**src/verilog/acsq_regs.svh**
```systemverilog
// Timing counts, limits and field constants of the conversion sequencer.
// Assumes a 25 MHz core clock; the minimum divide and sequence counts derive from printed times.
`ifndef ACSQ_REGS_SVH
`define ACSQ_REGS_SVH

// Core clock period, in its own units
`define ACSQ_CLK_PERIOD_NS   40
`define ACSQ_CLK_PERIOD_PS   40000

// Shortest converter clock period, in picoseconds
`define ACSQ_TCAD_MIN_PS     33300
// Least integer divide that keeps the converter clock slow enough
`define ACSQ_MIN_DIV \
  ((`ACSQ_TCAD_MIN_PS + `ACSQ_CLK_PERIOD_PS - 1) / `ACSQ_CLK_PERIOD_PS)

// Shortest full sequence, in nanoseconds, and its cycle count
`define ACSQ_TSEQ_MIN_NS     500
`define ACSQ_SEQ_MIN_CYC \
  ((`ACSQ_TSEQ_MIN_NS + `ACSQ_CLK_PERIOD_NS - 1) / `ACSQ_CLK_PERIOD_NS)

// Fixed delays, in core clock periods
`define ACSQ_START_DLY_CYC   2
`define ACSQ_EOC_DLY_CYC     2
`define ACSQ_IRQ_DLY_CYC     2

// Converter clock counts
`define ACSQ_SH_MIN_TICKS    2
`define ACSQ_SH_MAX_TICKS    32
`define ACSQ_CONV_TICKS      10

// Result code range and buffer depth
`define ACSQ_RES_W           10
`define ACSQ_CODE_ZERO       10'h000
`define ACSQ_CODE_MAX        10'h3FF
`define ACSQ_FIFO_DEPTH      4

`endif

```
**src/verilog/acsq_pkg.sv**
```systemverilog
// Types shared by the conversion sequencer and its result buffer.
// Assumes acsq_regs.svh is on the include path.
`include "acsq_regs.svh"

package acsq_pkg;

  // Sequencer states, one-hot
  typedef enum logic [5:0] {
    ACSQ_IDLE  = 6'b000001,
    ACSQ_DLY   = 6'b000010,
    ACSQ_SAMP  = 6'b000100,
    ACSQ_CONV  = 6'b001000,
    ACSQ_EOCW  = 6'b010000,
    ACSQ_STORE = 6'b100000
  } acsq_state_t;

  // What the analogue core reports at the end of a conversion
  typedef struct packed {
    logic                   below_lo;
    logic                   above_hi;
    logic [`ACSQ_RES_W-1:0] code;
  } acsq_core_t;

  // Controls for the analogue core
  typedef struct packed {
    logic tick;
    logic sample;
    logic convert;
    logic eoc;
  } acsq_ctl_t;

endpackage

```
**src/verilog/acsq_fifo.sv**
```systemverilog
// Small synchronous FIFO carrying conversion results to the consumer.
// Assumes one clock and a synchronous active-low reset.
`timescale 1ns/1ps
`include "acsq_regs.svh"

module acsq_fifo
  import acsq_pkg::*;
#(
  parameter int W     = `ACSQ_RES_W,
  parameter int DEPTH = `ACSQ_FIFO_DEPTH
) (
  // Clock and reset
  input  wire logic         core_clk,
  input  wire logic         rst_n,
  // Filling side
  input  wire logic         in_valid,
  output logic              in_ready,
  input  wire logic [W-1:0] in_data,
  // Draining side
  output logic              out_valid,
  input  wire logic         out_ready,
  output logic [W-1:0]      out_data
);

  localparam int AW = $clog2(DEPTH);

  typedef struct packed {
    logic [DEPTH-1:0][W-1:0] mem;
    logic [AW-1:0]           wr_ptr;
    logic [AW-1:0]           rd_ptr;
    logic [AW:0]             count;
    logic                    vld;
    logic [W-1:0]            head;
  } acsq_fifo_t;

  acsq_fifo_t s_ff;
  acsq_fifo_t nxt_s;
  logic       do_wr;
  logic       do_rd;

  // Flags come from the count, so full and empty are never guessed
  assign in_ready  = (s_ff.count != (AW+1)'(DEPTH));
  // Head and valid are registered copies, so the drain side sees flops
  assign out_valid = s_ff.vld;
  assign out_data  = s_ff.head;
  assign do_wr     = in_valid & in_ready;
  assign do_rd     = out_valid & out_ready;

  // Next state: write, read and occupancy
  always_comb begin
    nxt_s = s_ff;
    if (do_wr) begin
      nxt_s.mem[s_ff.wr_ptr] = in_data;
      nxt_s.wr_ptr = (s_ff.wr_ptr == AW'(DEPTH-1)) ? '0 : s_ff.wr_ptr + 1'b1;
    end
    if (do_rd) begin
      nxt_s.rd_ptr = (s_ff.rd_ptr == AW'(DEPTH-1)) ? '0 : s_ff.rd_ptr + 1'b1;
    end
    case ({do_wr, do_rd})
      2'b10:   nxt_s.count = s_ff.count + 1'b1;
      2'b01:   nxt_s.count = s_ff.count - 1'b1;
      default: nxt_s.count = s_ff.count;
    endcase
    // Look ahead one cycle: show the head that the next state will hold
    nxt_s.vld  = (nxt_s.count != '0);
    nxt_s.head = nxt_s.mem[nxt_s.rd_ptr];
  end

  // State register
  always_ff @(posedge core_clk) begin
    if (!rst_n) begin
      s_ff <= '0;
    end else begin
      s_ff <= nxt_s;
    end
  end

endmodule // acsq_fifo

```
**src/verilog/acsq_sequencer.sv**
```systemverilog
// Conversion sequencer: start delay, sample window, conversion phase,
// result load, completion flag and delayed interrupt.
// Assumes a 25 MHz core clock, synchronous inputs and an analogue core
// that steps on the converter clock tick and presents its code at eoc.
//
// Overview of operation
// - After a start request the sample window opens no sooner than two core clock periods later.
// - The sample window lasts 2 to 32 converter clock periods as chosen by the acquisition window select.
// - The conversion phase runs at least ten converter clock periods before end of conversion is flagged.
// - The result is loaded no sooner than two core clock periods after end of conversion.
// - The interrupt rises two core clock periods after the completion flag is set.
// - The converter clock period is never shorter than 33.3 ns, the divider being clamped to enforce it.
// - Start delay, sample window, conversion and load delay together take at least 500 ns.
// - Results are 10-bit codes 000h to 3FFh, saturating at zero below the low reference and at full scale above the high one.
`timescale 1ns/1ps
`include "acsq_regs.svh"

module acsq_sequencer
  import acsq_pkg::*;
(
  // Clock and reset
  input  wire logic                   core_clk,
  input  wire logic                   rst_n,
  // Control settings
  input  wire logic                   start_req,
  input  wire logic [4:0]             acquisition_window_select,
  input  wire logic [3:0]             conv_clk_div,
  input  wire logic                   done_clr,
  // Analogue core
  input  wire acsq_core_t             core_in,
  output acsq_ctl_t                   core_ctl,
  // Status
  output logic                        busy,
  output logic                        conversion_done,
  output logic                        conversion_done_interrupt,
  output logic [`ACSQ_RES_W-1:0]      result,
  // Result stream
  output logic                        res_valid,
  input  wire logic                   res_ready,
  output logic [`ACSQ_RES_W-1:0]      res_data
);

  // Whole sequencer state; one register keeps every output a flop
  typedef struct packed {
    acsq_state_t            st;
    logic [9:0]             cnt;
    logic [1:0]             wcnt;
    logic [3:0]             div_cnt;
    logic [5:0]             ticks;
    logic                   tick;
    logic                   sample;
    logic                   convert;
    logic                   eoc;
    logic [`ACSQ_RES_W-1:0] code;
    logic [`ACSQ_RES_W-1:0] result;
    logic                   push;
    logic                   done;
    logic                   irq_dly;
    logic                   irq;
    logic                   busy;
  } acsq_seq_t;

  acsq_seq_t              s_ff;
  acsq_seq_t              nxt_s;
  logic [3:0]             div_eff;
  logic [5:0]             sh_len;
  logic                   adc_edge;
  logic                   fifo_in_ready;
  logic [`ACSQ_RES_W-1:0] sat_code;

  // Divider clamped so the converter clock never runs too fast
  // At this core clock any divide meets the minimum period; the clamp
  // mainly keeps a zero setting from wrapping round to a divide of sixteen
  assign div_eff = (conv_clk_div < 4'(`ACSQ_MIN_DIV)) ?
                   4'(`ACSQ_MIN_DIV) : conv_clk_div;

  // Window length is select plus one, floored at the shortest window
  // Trade-off: selects 0 and 1 both give the two-tick window
  assign sh_len = (acquisition_window_select <
                   5'(`ACSQ_SH_MIN_TICKS - 1)) ?
                  6'(`ACSQ_SH_MIN_TICKS) :
                  6'(acquisition_window_select) + 6'd1;

  // Converter clock edge: integer division of the core clock
  // The tick is an enable pulse, never a second clock, so nothing crosses
  assign adc_edge = (s_ff.st == ACSQ_SAMP || s_ff.st == ACSQ_CONV) &&
                    (s_ff.div_cnt == div_eff - 4'd1);

  // Out-of-range inputs pin to the ends of the code range
  assign sat_code = core_in.below_lo ? `ACSQ_CODE_ZERO :
                    core_in.above_hi ? `ACSQ_CODE_MAX :
                    core_in.code;

  // Next-state logic of the whole sequencer
  always_comb begin
    nxt_s         = s_ff;
    nxt_s.tick    = 1'b0;
    nxt_s.eoc     = 1'b0;
    nxt_s.push    = 1'b0;
    // Flag set wins over a clear in the same cycle
    nxt_s.done    = (s_ff.st == ACSQ_STORE && fifo_in_ready) |
                    (s_ff.done & ~done_clr);
    // Two stages from flag to interrupt
    nxt_s.irq_dly = s_ff.done;
    nxt_s.irq     = s_ff.irq_dly;
    // Divider runs only while the core is clocked
    if (adc_edge) begin
      nxt_s.div_cnt = 4'd0;
      nxt_s.tick    = 1'b1;
    end else if (s_ff.st == ACSQ_SAMP || s_ff.st == ACSQ_CONV) begin
      nxt_s.div_cnt = s_ff.div_cnt + 4'd1;
    end
    // Elapsed cycles since the request, saturating
    if (s_ff.st != ACSQ_IDLE && s_ff.cnt != 10'h3FF) begin
      nxt_s.cnt = s_ff.cnt + 10'd1;
    end
    case (s_ff.st)
      ACSQ_IDLE: begin
        // A request while busy is simply ignored; nothing records it
        if (start_req) begin
          nxt_s.st   = ACSQ_DLY;
          nxt_s.cnt  = 10'd0;
          nxt_s.busy = 1'b1;
        end
      end
      ACSQ_DLY: begin
        // Window opens only after the full start delay
        if (s_ff.cnt == 10'(`ACSQ_START_DLY_CYC - 1)) begin
          nxt_s.st      = ACSQ_SAMP;
          nxt_s.sample  = 1'b1;
          nxt_s.div_cnt = 4'd0;
          nxt_s.ticks   = 6'd0;
        end
      end
      ACSQ_SAMP: begin
        // The window shuts on the tick that reaches the chosen length
        if (adc_edge) begin
          nxt_s.ticks = s_ff.ticks + 6'd1;
          if (s_ff.ticks + 6'd1 == sh_len) begin
            nxt_s.st      = ACSQ_CONV;
            nxt_s.sample  = 1'b0;
            nxt_s.convert = 1'b1;
            nxt_s.ticks   = 6'd0;
          end
        end
      end
      ACSQ_CONV: begin
        if (adc_edge && s_ff.ticks != 6'(`ACSQ_CONV_TICKS)) begin
          nxt_s.ticks = s_ff.ticks + 6'd1;
        end
        // Stretch the phase if the whole sequence would end too soon
        // At this clock it never bites, but it keeps a faster clock safe
        if (s_ff.ticks == 6'(`ACSQ_CONV_TICKS) &&
            s_ff.cnt >= 10'(`ACSQ_SEQ_MIN_CYC - `ACSQ_EOC_DLY_CYC)) begin
          nxt_s.st      = ACSQ_EOCW;
          nxt_s.convert = 1'b0;
          nxt_s.eoc     = 1'b1;
          nxt_s.code    = sat_code;
          nxt_s.wcnt    = 2'd0;
        end
      end
      ACSQ_EOCW: begin
        // Hold off the load so the captured code has settled
        nxt_s.wcnt = s_ff.wcnt + 2'd1;
        if (s_ff.wcnt == 2'(`ACSQ_EOC_DLY_CYC - 1)) begin
          nxt_s.st = ACSQ_STORE;
        end
      end
      ACSQ_STORE: begin
        // A full buffer holds the sequencer here and blocks new starts
        if (fifo_in_ready) begin
          nxt_s.result = s_ff.code;
          nxt_s.push   = 1'b1;
          nxt_s.st     = ACSQ_IDLE;
          nxt_s.busy   = 1'b0;
        end
      end
      default: begin
        nxt_s.st = ACSQ_IDLE;
      end
    endcase
  end

  // State register
  always_ff @(posedge core_clk) begin
    if (!rst_n) begin
      // Idle is a one-hot code, not the all-zero word
      s_ff    <= '0;
      s_ff.st <= ACSQ_IDLE;
    end else begin
      s_ff <= nxt_s;
    end
  end

  // Outputs straight from the state register
  assign core_ctl.tick             = s_ff.tick;
  assign core_ctl.sample           = s_ff.sample;
  assign core_ctl.convert          = s_ff.convert;
  assign core_ctl.eoc              = s_ff.eoc;
  assign busy                      = s_ff.busy;
  assign conversion_done           = s_ff.done;
  assign conversion_done_interrupt = s_ff.irq;
  assign result                    = s_ff.result;

  // Result buffer; room was seen the cycle before the push, and only
  // the drain side changes it meanwhile, so the push is never dropped
  acsq_fifo #(
    .W     (`ACSQ_RES_W),
    .DEPTH (`ACSQ_FIFO_DEPTH)
  ) u_fifo (
    .core_clk  (core_clk),
    .rst_n     (rst_n),
    .in_valid  (s_ff.push),
    .in_ready  (fifo_in_ready),
    .in_data   (s_ff.result),
    .out_valid (res_valid),
    .out_ready (res_ready),
    .out_data  (res_data)
  );

endmodule // acsq_sequencer

```
**config.mk**
```make
export PLATFORM = sky130hd
export DESIGN_NAME = acsq_sequencer
export DESIGN_NICKNAME = d
export VERILOG_FILES = /design/src/verilog/acsq_pkg.sv /design/src/verilog/acsq_fifo.sv /design/src/verilog/acsq_sequencer.sv
export VERILOG_INCLUDE_DIRS = /design/src /design/src/verilog
export SDC_FILE = /design/constraint.sdc
export NUM_CORES = 1
export LEC_CHECK = 0
export BUFFER_PORTS_ARGS = -buffer_cell sky130_fd_sc_hd__buf_2
export CELL_PAD_IN_SITES_DETAIL_PLACEMENT = 1
export CELL_PAD_IN_SITES_GLOBAL_PLACEMENT = 2
export CORE_ASPECT_RATIO = 1.1
export CORE_MARGIN = 3
export CORE_UTILIZATION = 32
export DETAILED_ROUTE_END_ITERATION = 8
export GPL_ROUTABILITY_DRIVEN = 0
export GPL_TIMING_DRIVEN = 0
export PLACE_DENSITY = 0.72
export SLEW_MARGIN = 25
export SYNTH_ARGS = -nofsm -noshare
export SYNTH_HDL_FRONTEND = slang
export SYNTH_SLANG_ARGS = --single-unit
```
**constraint.sdc**
```tcl
create_clock -name core_clk -period 2.26 [get_ports core_clk]
set_input_delay 0.339 -clock core_clk [delete_from_list [all_inputs] [get_ports core_clk]]
set_output_delay 0.339 -clock core_clk [all_outputs]
set_load 0.02 [all_outputs]
```
==> results of run 1 <==
-- registers in the layout (all words and copies together) (netlist names) --
signal	count
result	10
conversion_done	1
conversion_done_interrupt	1
s_ff	39
u_fifo.out_valid	1
nxt_s	1
busy	1
core_ctl	4
u_fifo.out_data	10
u_fifo.s_ff	47
-- layout make-up --
class / instances / area, um^2 / share of cell area
multi-input combinational: 492 / 2970 / 0.426
clock inverter: 9 / 175 / 0.0251
sequential: 115 / 2310 / 0.331
timing repair buffer: 66 / 382 / 0.0547
inverter: 14 / 52.6 / 0.00754
clock buffer: 22 / 484 / 0.0695
tap: 229 / 287 / 0.0411
buffer: 53 / 315 / 0.0452
-- cells in the final DEF, fill, tap and decap left out, drive strengths merged, types with 2 or more instances in the layout --
cell,count
nand2b,5
a21oi,71
inv,13
o22ai,15
nor3,8
a22oi,2
and2,7
a211oi,2
bufinv,5
nand2,123
buf,101
a221oi,2
a211o,2
or3,12
clkbuf,40
nor2b,2
xnor2,15
o22a,11
o21ai,16
nand3,19
ha,14
clkinvlp,2
mux2i,12
and4,3
o21a,2
nor2,79
and3,11
xor2,12
nand4,5
dfxtp,115
nor4,4
a21boi,2
and4b,2
o211ai,13
nor3b,3
clkinv,3
mux2,2
-- kinds of logic after synthesis --
group | share of synthesized area
AOI/OAI and AO/OA | 0.165
xor gates and xnor gates | 0.0429
adders and majority gates | 0.0354
buffers and inverters | 0.0649
DFF | 0.417
muxes | 0.0259
and+or+nand+nor | 0.249
-- metrics by stage --
stage | cells | utilization
4_1_cts | 993 | 0.412
3_3_place_gp | 956 | 0.365
5_1_grt | 1000 | 0.420
3_5_place_dp | 956 | 0.365
2_1_floorplan | 675 | -
6_report | 1000 | 0.420
-- per-layer routing --
metal | wire, um | vias to the layer above | share of wire | global-route usage
met5 | 0 | - | 0 | 0
met4 | 425 | 0 | 0.026 | 0.0730
met3 | 439 | 31 | 0.027 | 0.0441
met2 | 8480 | 68 | 0.52 | 0.334
met1 | 6930 | 2429 | 0.43 | 0.197
li1 | - | 2475 | - | -
-- power groups by stage --
stage | sequential (mW) | combinational, mW | clock, mW
after global placement | 2.10 | 0.241 | 0
after global routing | 2.06 | 0.299 | 3.16
final | 2.06 | 0.267 | 3.01
after floorplan | 2.10 | 0.158 | 0
after detailed placement | 2.10 | 0.249 | 0
after CTS | 2.06 | 0.261 | 3.06
-- worst max path at each step --
stage                                from                            end  cells past startpoint
2_1_floorplan             conv_clk_div[2]          s_ff[32]$_SDFFE_PN0P_                     10
3_3_place_gp              conv_clk_div[2]          s_ff[30]$_SDFFE_PN0P_                     11
3_5_place_dp              conv_clk_div[2]          s_ff[32]$_SDFFE_PN0P_                     11
4_1_cts        u_fifo.s_ff[11]$_SDFF_PN0_  u_fifo.out_data[5]$_SDFF_PN0_                      8
5_1_grt        u_fifo.s_ff[11]$_SDFF_PN0_    u_fifo.out_valid$_SDFF_PN0_                     10
6_report       u_fifo.s_ff[11]$_SDFF_PN0_    u_fifo.out_valid$_SDFF_PN0_                     10
-- critical path, cell delays in order (launching register included) --
cell,delay [ns]
dfxtp_4,0.34
or3b_4,0.40
buf_8,0.14
nand2_4,0.08
ha_4,0.14
inv_1,0.04
fa_2,0.32
xor2_1,0.15
nor2_1,0.11
xnor2_1,0.17
a31oi_1,0.12
-- what timing repair did --
| action | in CTS | in global routing |
|---|---|---|
| buffers inserted | 6 | 8 |
| setup endpoints to repair | 28 | 31 |
| gates cloned | 0 | 0 |
| pin swaps | 4 | 10 |
| gates resized for setup | 21 | 16 |
==> flow_summary.ini, run 1 <==
[run_status]
status = completed

[yosys]
syn_area_um2 = 5520
avgSynthCellArea_um2 = 8.17
synthArstFlopShare = 0
yosys.area.top_type = dfxtp_1
ys_seq_area_frac = 0.417
ys_types = 63
yosys_register_bits = 115
synth.area.top_cells = dfxtp_1 42%, nand2_1 8.4%, a21oi_1 6.4%, nor2_1 5.3%, buf_4 3.5%
synth_commonest_cells = 123 x nand2_1, 115 x dfxtp_1, 78 x nor2_1
ys_warn_count = 0
netlist.area_leader.share = 0.417
yosysMostFrequentCell = nand2_1
syn_inst = 675
mappedNetlistNets = 716
synth_edf_count = 0
synth_flop_cell = dfxtp_1

[clocking]
clk_path_buf_depth = 2
htreeDepth = 4
clkTransAtPathRegs_ns = 0.05
insertion_delay_ns = 0.43
cts_hold_buffers = 0
tritoncts = built
cts_root_buffer = clkbuf_16
numCtsBuffers = 17
clkSinkCount = 115

[drt]
antenna_left = 0
vias = 5003
wl_um = 16300
wl_per_cell_um = 16.3
drtPass1Iterations = 4
drt-initial-drc-count = 197
via_per_inst = 5.00
drc = 0

[setup_path]
worst-r2r-setup-slack_ns = 0.09
worstSetupEndpointType = flip-flop
r2r-start = u_fifo.s_ff[11]$_SDFF_PN0_
required_ns = 2.53
cp-start-kind = flip-flop
r2r_end = u_fifo.out_valid$_SDFF_PN0_
crit_arrival_ns = 2.44
rr_worst_depth = 10
critPathMaxFanout = 4
critPathKind = flip-flop to flip-flop

[sta]
worst_slack_ns = 0.0887
slew_violations = 0
finClkSkew_ns = 0.00982
worst_pin_slew_ns = 0.791
hold_slack_ns = 0.110
period_needed_ns = 2.17
fmax_mhz = 461
fin_crit_sh = 0.961
hold_violations = 0
setup_viol = 0
slew_headroom = 0.473
setup_tns_ns = 0

[worst_hold_path]
hold_start = done_clr
hold_end = conversion_done$_SDFF_PN0_
hold_path.class = primary input to flip-flop
holdPathStages = 2

[cells_and_area]
layout-drive-gt1-share = 0.211
fillCellCount = 1992
area_delta_synth_final_pct = 26.4
fin_area_um2 = 6970
fin_nets = 800
num_antenna_cells = 0

[floorplan]
chipHeight_um = 144
rows = 49
die_x_um = 131
start_util = 0.332
die_area_um2 = 18900
ios = 54
core-area_um2 = 16600

[power_and_ir_drop]
pwr-share-seq = 0.386
switchingPower_mw = 1.13
clkPwrFrac = 0.564
p_total_mw = 5.33
power.density_nw_per_um2 = 765
p_int_mw = 4.21
switching_share = 0.211
p_leak_nw = 2.79
p_comb_frac = 0.050
ir_worst_vdd_uv = 576

[place]
portBuffers = 52
placement.cell_area_um2 = 6060
place_ws_ns = -0.401
dpl.hpwl_um = 12000

[global_routing]
grt-ovfl-total = 0
grt_usage = 0.179
grt_pass1_vias = 5256
grt_pass1_wl_um = 26800
antenna_found_initial = 0
grt_max_degree = 17

[job]
cap_violations = 0
No activity file was read; power rests on OpenSTA's default activity.
==> run 2: changes to the inputs <==
- ABC_AREA: default -> 1
- CELL_PAD_IN_SITES_DETAIL_PLACEMENT: 1 -> default
- CELL_PAD_IN_SITES_GLOBAL_PLACEMENT: 2 -> default
- CORE_UTILIZATION: 32 -> 38
- PLACE_DENSITY: 0.72 -> 0.51
- clock period: 2.26 -> 2.2 ns (I/O delays scaled with it)
==> run 2 against run 1 <==
Fmax increased by 9.0%; combinational power grew to 4.8 times the previous value; cell count up 6.5%; design area down 0.18%; sequential share of layout area about the same; clock skew decreased by 0.0031 ns; hold slack improved by 0.0060 ns; sequential power rose by 14%; sequential cell count did not move.
==> flow_summary.ini, run 2 <==
[drt]
vias = 5028
drt-initial-drc-count = 266
drtPass1Iterations = 4
wl_um = 14200
drc = 0
wl_per_cell_um = 13.3
via_per_inst = 4.72
antenna_left = 0

[global_routing]
grt-ovfl-total = 0
antenna_found_initial = 0
grt_max_degree = 17
grt_usage = 0.180
grt_pass1_vias = 4816
grt_pass1_wl_um = 23400

[floorplan]
chipHeight_um = 136
start_util = 0.396
die_area_um2 = 16800
ios = 54
die_x_um = 124
core-area_um2 = 14700
rows = 46

[cells_and_area]
top_regs = u_fifo.s_ff (47), s_ff (39)
layout-drive-gt1-share = 0.210
regMostFlops = u_fifo.s_ff
multi_input_area_um2 = 2830
layout_common_cells = 144 x nand2_1, 114 x dfxtp_1, 113 x nor2_1
fin_nets = 901
largest_reg_flops = 47
fin_area_um2 = 6960
final_common_cell = nand2_1
area_delta_synth_final_pct = 19.8
fillCellCount = 1495
num_antenna_cells = 0
seq_area_um2 = 2300

[run_status]
status = completed

[clocking]
insertion_delay_ns = 0.41
cts_hold_buffers = 0
numCtsBuffers = 17
tritoncts = built
clk_path_buf_depth = 2
clkTransAtPathRegs_ns = 0.05
clkSinkCount = 115
cts_root_buffer = clkbuf_16
htreeDepth = 4

[yosys]
synth.area.top_cells = dfxtp_1 40%, nand2_1 9.3%, nor2_1 7.4%, inv_1 6.5%, mux2_2 6.0%
synthArstFlopShare = 0
yosysMostFrequentCell = nand2_1
mappedNetlistNets = 829
synth_commonest_cells = 144 x nand2_1, 115 x dfxtp_1, 114 x nor2_1
syn_inst = 788
netlist.area_leader.share = 0.396
yosys_register_bits = 115
ys_warn_count = 0
synth_flop_cell = dfxtp_1
yosys.area.top_type = dfxtp_1
ys_types = 40
syn_area_um2 = 5810
synth_edf_count = 0
avgSynthCellArea_um2 = 7.37
ys_seq_area_frac = 0.396

[sta]
rsz0062_at_grt = false
hold_slack_ns = 0.116
finClkSkew_ns = 0.00670
slew_violations = 0
period_needed_ns = 1.99
fin_crit_sh = 0.905
fmax_mhz = 502
setup_viol = 0
slew_headroom = 0.519
worst_pin_slew_ns = 0.721
hold_violations = 0

[setup_path]
critPathKind = flip-flop to flip-flop
worstSetupEndpointType = flip-flop
cpMostUsedCell = inv_2
crit_chain = inv_2, nand3_2, nand2_4, buf_4, nor2_4, mux2_2, inv_2, nand2_1, nand3_1, a21oi_1
crit_path_max_incr_delay_ns = 0.39
critPathMaxFanout = 10
crit_arrival_ns = 2.25
cp_slowest_cell = mux2_2
worst-r2r-setup-slack_ns = 0.21
required_ns = 2.46
cp-start-kind = flip-flop

[place]
placement.cell_area_um2 = 6300
portBuffers = 51
dpl.hpwl_um = 10300

[job]
cap_violations = 0

[power_and_ir_drop]
power.density_nw_per_um2 = 937
ir_worst_vdd_uv = 464
p_leak_nw = 3.21

[worst_hold_path]
hold_path.class = primary input to flip-flop
-- run 2: changes by cell type in the layout (fill, tap and decap cells not counted), sizes merged, moves of 13 or more --
cell / change
o21ai: +41
o211ai: -13
mux2: +29
o22ai: -13
buf: -19
nand3: +42
a21oi: -41
nand2: +29
nor2: +47
inv: +97
-- run 2: power breakdown --
part	leakage [nW]	internal, mW	switching [mW]
logic	1.98	0.434	0.842
registers	0.929	2.22	0.130
clock network	0.300	1.94	0.956
total	3.21	4.59	1.93
-- run 2: path summary, 6_finish.rpt --
check        cells after the start                       start                                   end
max reg2reg                     10  u_fifo.s_ff[11]$_SDFF_PN0_         u_fifo.out_data[2]$_SDFF_PN0_
min                              2                    done_clr            conversion_done$_SDFF_PN0_
max                             10  u_fifo.s_ff[11]$_SDFF_PN0_         u_fifo.out_data[2]$_SDFF_PN0_
min reg2reg                      2         nxt_s[1]$_SDFF_PN0_  conversion_done_interrupt$_SDFF_PN0_
-- run 2: timing repair --
action | in CTS | in global routing
setup endpoints to repair | 3 | 17
hold endpoints to repair | 0 | 0
pin swaps | 1 | 1
buffers inserted | 1 | 2
cloned | 0 | 0
gates resized for setup | 2 | 3
-- run 2: per-stage QoR --
stage,total power [mW],util,setup TNS [ns],std cells,setup slack [ns]
finish,6.52,0.474,0,1065,0.208
CTS,6.58,0.472,0,1063,0.0689
global route,6.87,0.474,0,1065,0.00586
floorplan,3.31,-,0,788,0.130
detailed placement,3.66,0.429,-1.67,1031,-0.288
global placement,3.64,0.429,-1.27,1031,-0.243
-- run 2: area by class of cell --
cell class,instances,share of cell area
flip-flops and latches,115,0.331
clock buffers,22,0.0667
well taps,192,0.0345
clock inverters,10,0.0223
inverters,111,0.0599
plain buffers,45,0.0396
multi-input cells,516,0.406
repair buffers,54,0.0399
-- run 2: cell families after synthesis --
kind of cell,Yosys count,synth area share
multiplexers,31,0.0601
buffers and inverters,157,0.120
AND/OR/NAND/NOR,364,0.285
adder cells (fa/ha/maj),15,0.0336
AO/OA/AOI/OAI,94,0.0864
XOR/XNOR,12,0.0181
flip-flops,115,0.396
-- run 2: critical path: cells and delay by family (launching register included) --
| family | cells | cell delay [ns] |
|---|---|---|
| AOI/OAI and AO/OA | 1 | 0.11 |
| buffers and inverters | 3 | 0.33 |
| DFF | 1 | 0.35 |
| muxes | 1 | 0.39 |
| and+or+nand+nor | 5 | 0.66 |
-- run 2: metal layers --
metal,vias to the layer above,track usage,share of wire
met5,-,0,0
met4,0,0.0788,0.026
met3,26,0.0380,0.032
met2,70,0.308,0.49
met1,2317,0.215,0.45
li1,2615,-,-
==> run 3: changes to the inputs <==
- CELL_PAD_IN_SITES_DETAIL_PLACEMENT: default -> 0
- CELL_PAD_IN_SITES_GLOBAL_PLACEMENT: default -> 2
- CORE_UTILIZATION: 38 -> 34
- PLACE_DENSITY: 0.51 -> 0.75
==> run 3 against run 2 <==
Largest power group unchanged; power shrank 1.1%; cell count grew 1.0%; fmax shrank 1.4%; sequential share of layout area shrank 0.054 points; highest routed layer unchanged; clock skew grew 0.0046 ns; largest cell class unchanged; via count grew 0.78%; critical path type unchanged; worst setup slack lost 0.029 ns; clock power shrank 3%.
==> flow_summary.ini, run 3 (synthesis results as in run 2) <==
[setup_path]
r2r-start = s_ff[29]$_SDFFE_PN0P_
critPathKind = flip-flop to flip-flop
critPathMaxFanout = 6
required_ns = 2.50
crit_start = s_ff[29]$_SDFFE_PN0P_
crit_arrival_ns = 2.32
worstSetupEndpointType = flip-flop
worst-r2r-setup-slack_ns = 0.18
cp-start-kind = flip-flop

[cells_and_area]
regMostFlops = u_fifo.s_ff
final_common_cell = nand2_1
multi_input_area_um2 = 2830
seq_area_um2 = 2300
area_delta_synth_final_pct = 20.0
layout-drive-gt1-share = 0.211
num_antenna_cells = 0
top_regs = u_fifo.s_ff (47), s_ff (39)
fillCellCount = 1742
fin_nets = 900
layout_common_cells = 144 x nand2_1, 114 x nor2_1, 114 x dfxtp_1
largest_reg_flops = 47

[power_and_ir_drop]
p_comb_frac = 0.198
clkPwrFrac = 0.438
ir_worst_vdd_uv = 560
power.density_nw_per_um2 = 925
switching_share = 0.299
p_int_mw = 4.52
switchingPower_mw = 1.93
p_total_mw = 6.45
p_leak_nw = 3.21
pwr-share-seq = 0.364

[sta]
fmax_mhz = 495
rsz0062_at_grt = false
finClkSkew_ns = 0.0113
hold_slack_ns = 0.118
hold_violations = 0
setup_viol = 0
worst_pin_slew_ns = 0.816
slew_violations = 0
period_needed_ns = 2.02
setup_tns_ns = 0
fin_crit_sh = 0.918
slew_headroom = 0.456

[global_routing]
grt_max_degree = 17
antenna_found_initial = 0
grt_pass1_wl_um = 25000
grt_usage = 0.172
grt_pass1_vias = 5035
grt-ovfl-total = 0

[clocking]
clk_path_buf_depth = 2
tritoncts = built
numCtsBuffers = 17
htreeDepth = 4
clkTransAtPathRegs_ns = 0.05
cts_hold_buffers = 0
cts_root_buffer = clkbuf_16
clkSinkCount = 115
insertion_delay_ns = 0.41

[worst_hold_path]
hold_path.class = primary input to flip-flop
hold_start = done_clr

[floorplan]
start_util = 0.351
die_x_um = 131
ios = 54
die_area_um2 = 18700
core-area_um2 = 16600
chipHeight_um = 143
rows = 49

[drt]
drc = 0
via_per_inst = 4.71
drt-initial-drc-count = 230
wl_um = 15100
wl_per_cell_um = 14.1
antenna_left = 0
drtPass1Iterations = 4
vias = 5067

[job]
cap_violations = 0

[run_status]
status = completed

[place]
portBuffers = 51
dpl.hpwl_um = 10900
[run 3: cell count changes in the layout (fill, tap and decap cells not counted), sizes merged]
cell    previous run  this run
clkbuf            38        41
clkinv             5         4
buf               82        81
bufinv             4         2
[run 3: timing repair]
item,in CTS,in global routing
gates resized for setup,1,6
setup endpoints to repair,3,18
pin swaps,1,0
buffers inserted,2,0
cloned,0,0
[run 3: metrics by stage]
stage / cell area [um^2] / util / instances / worst slack [ns]
2_1_floorplan: 5810 / - / 788 / 0.130
3_3_place_gp: 6320 / 0.382 / 1043 / -0.254
3_5_place_dp: 6320 / 0.382 / 1043 / -0.309
4_1_cts: 6950 / 0.420 / 1076 / 0.0456
5_1_grt: 6970 / 0.421 / 1076 / 0.0153
6_report: 6970 / 0.421 / 1076 / 0.180
[run 3: final timing paths]
path                                          end  cells after the start
max reg2reg                 s_ff[53]$_SDFFE_PN0P_                     11
max                         s_ff[53]$_SDFFE_PN0P_                     11
min                    conversion_done$_SDFF_PN0_                      2
min reg2reg  conversion_done_interrupt$_SDFF_PN0_                      2
[run 3: worst max-delay path, stage by stage, from the launching register on]
cell,delay (ns)
dfxtp_2,0.35
inv_1,0.12
ha_1,0.17
nand3_1,0.12
nor3_4,0.22
nand2_1,0.13
nand2_1,0.09
nand2_1,0.06
nor2_1,0.25
nand3_2,0.16
o21ai_0,0.19
inv_1,0.05
[run 3: per-layer routing]
layer | GRT usage | up-vias | part of all wire
met3 | 0.0370 | 28 | 0.031
met1 | 0.202 | 2334 | 0.44
met5 | 0 | - | 0
li1 | - | 2623 | -
met4 | 0.0883 | 0 | 0.028
met2 | 0.293 | 82 | 0.50
[run 3: cell type report]
cell class | count | share of cell area
inverter | 111 | 0.0598
tap | 204 | 0.0366
buffer | 45 | 0.0397
clock inverter | 7 | 0.0135
multi-input combinational | 516 | 0.406
clock buffer | 25 | 0.0754
timing repair buffer | 53 | 0.0388
sequential | 115 | 0.330
[run 3: power by group through the flow]
stage | clock (mW) | combinational, mW | sequential (mW)
6_report | 2.82 | 1.28 | 2.34
5_1_grt | 3.01 | 1.46 | 2.36
4_1_cts | 2.90 | 1.30 | 2.35
3_5_place_dp | 0 | 1.29 | 2.39
3_3_place_gp | 0 | 1.27 | 2.39
2_1_floorplan | 0 | 0.941 | 2.37
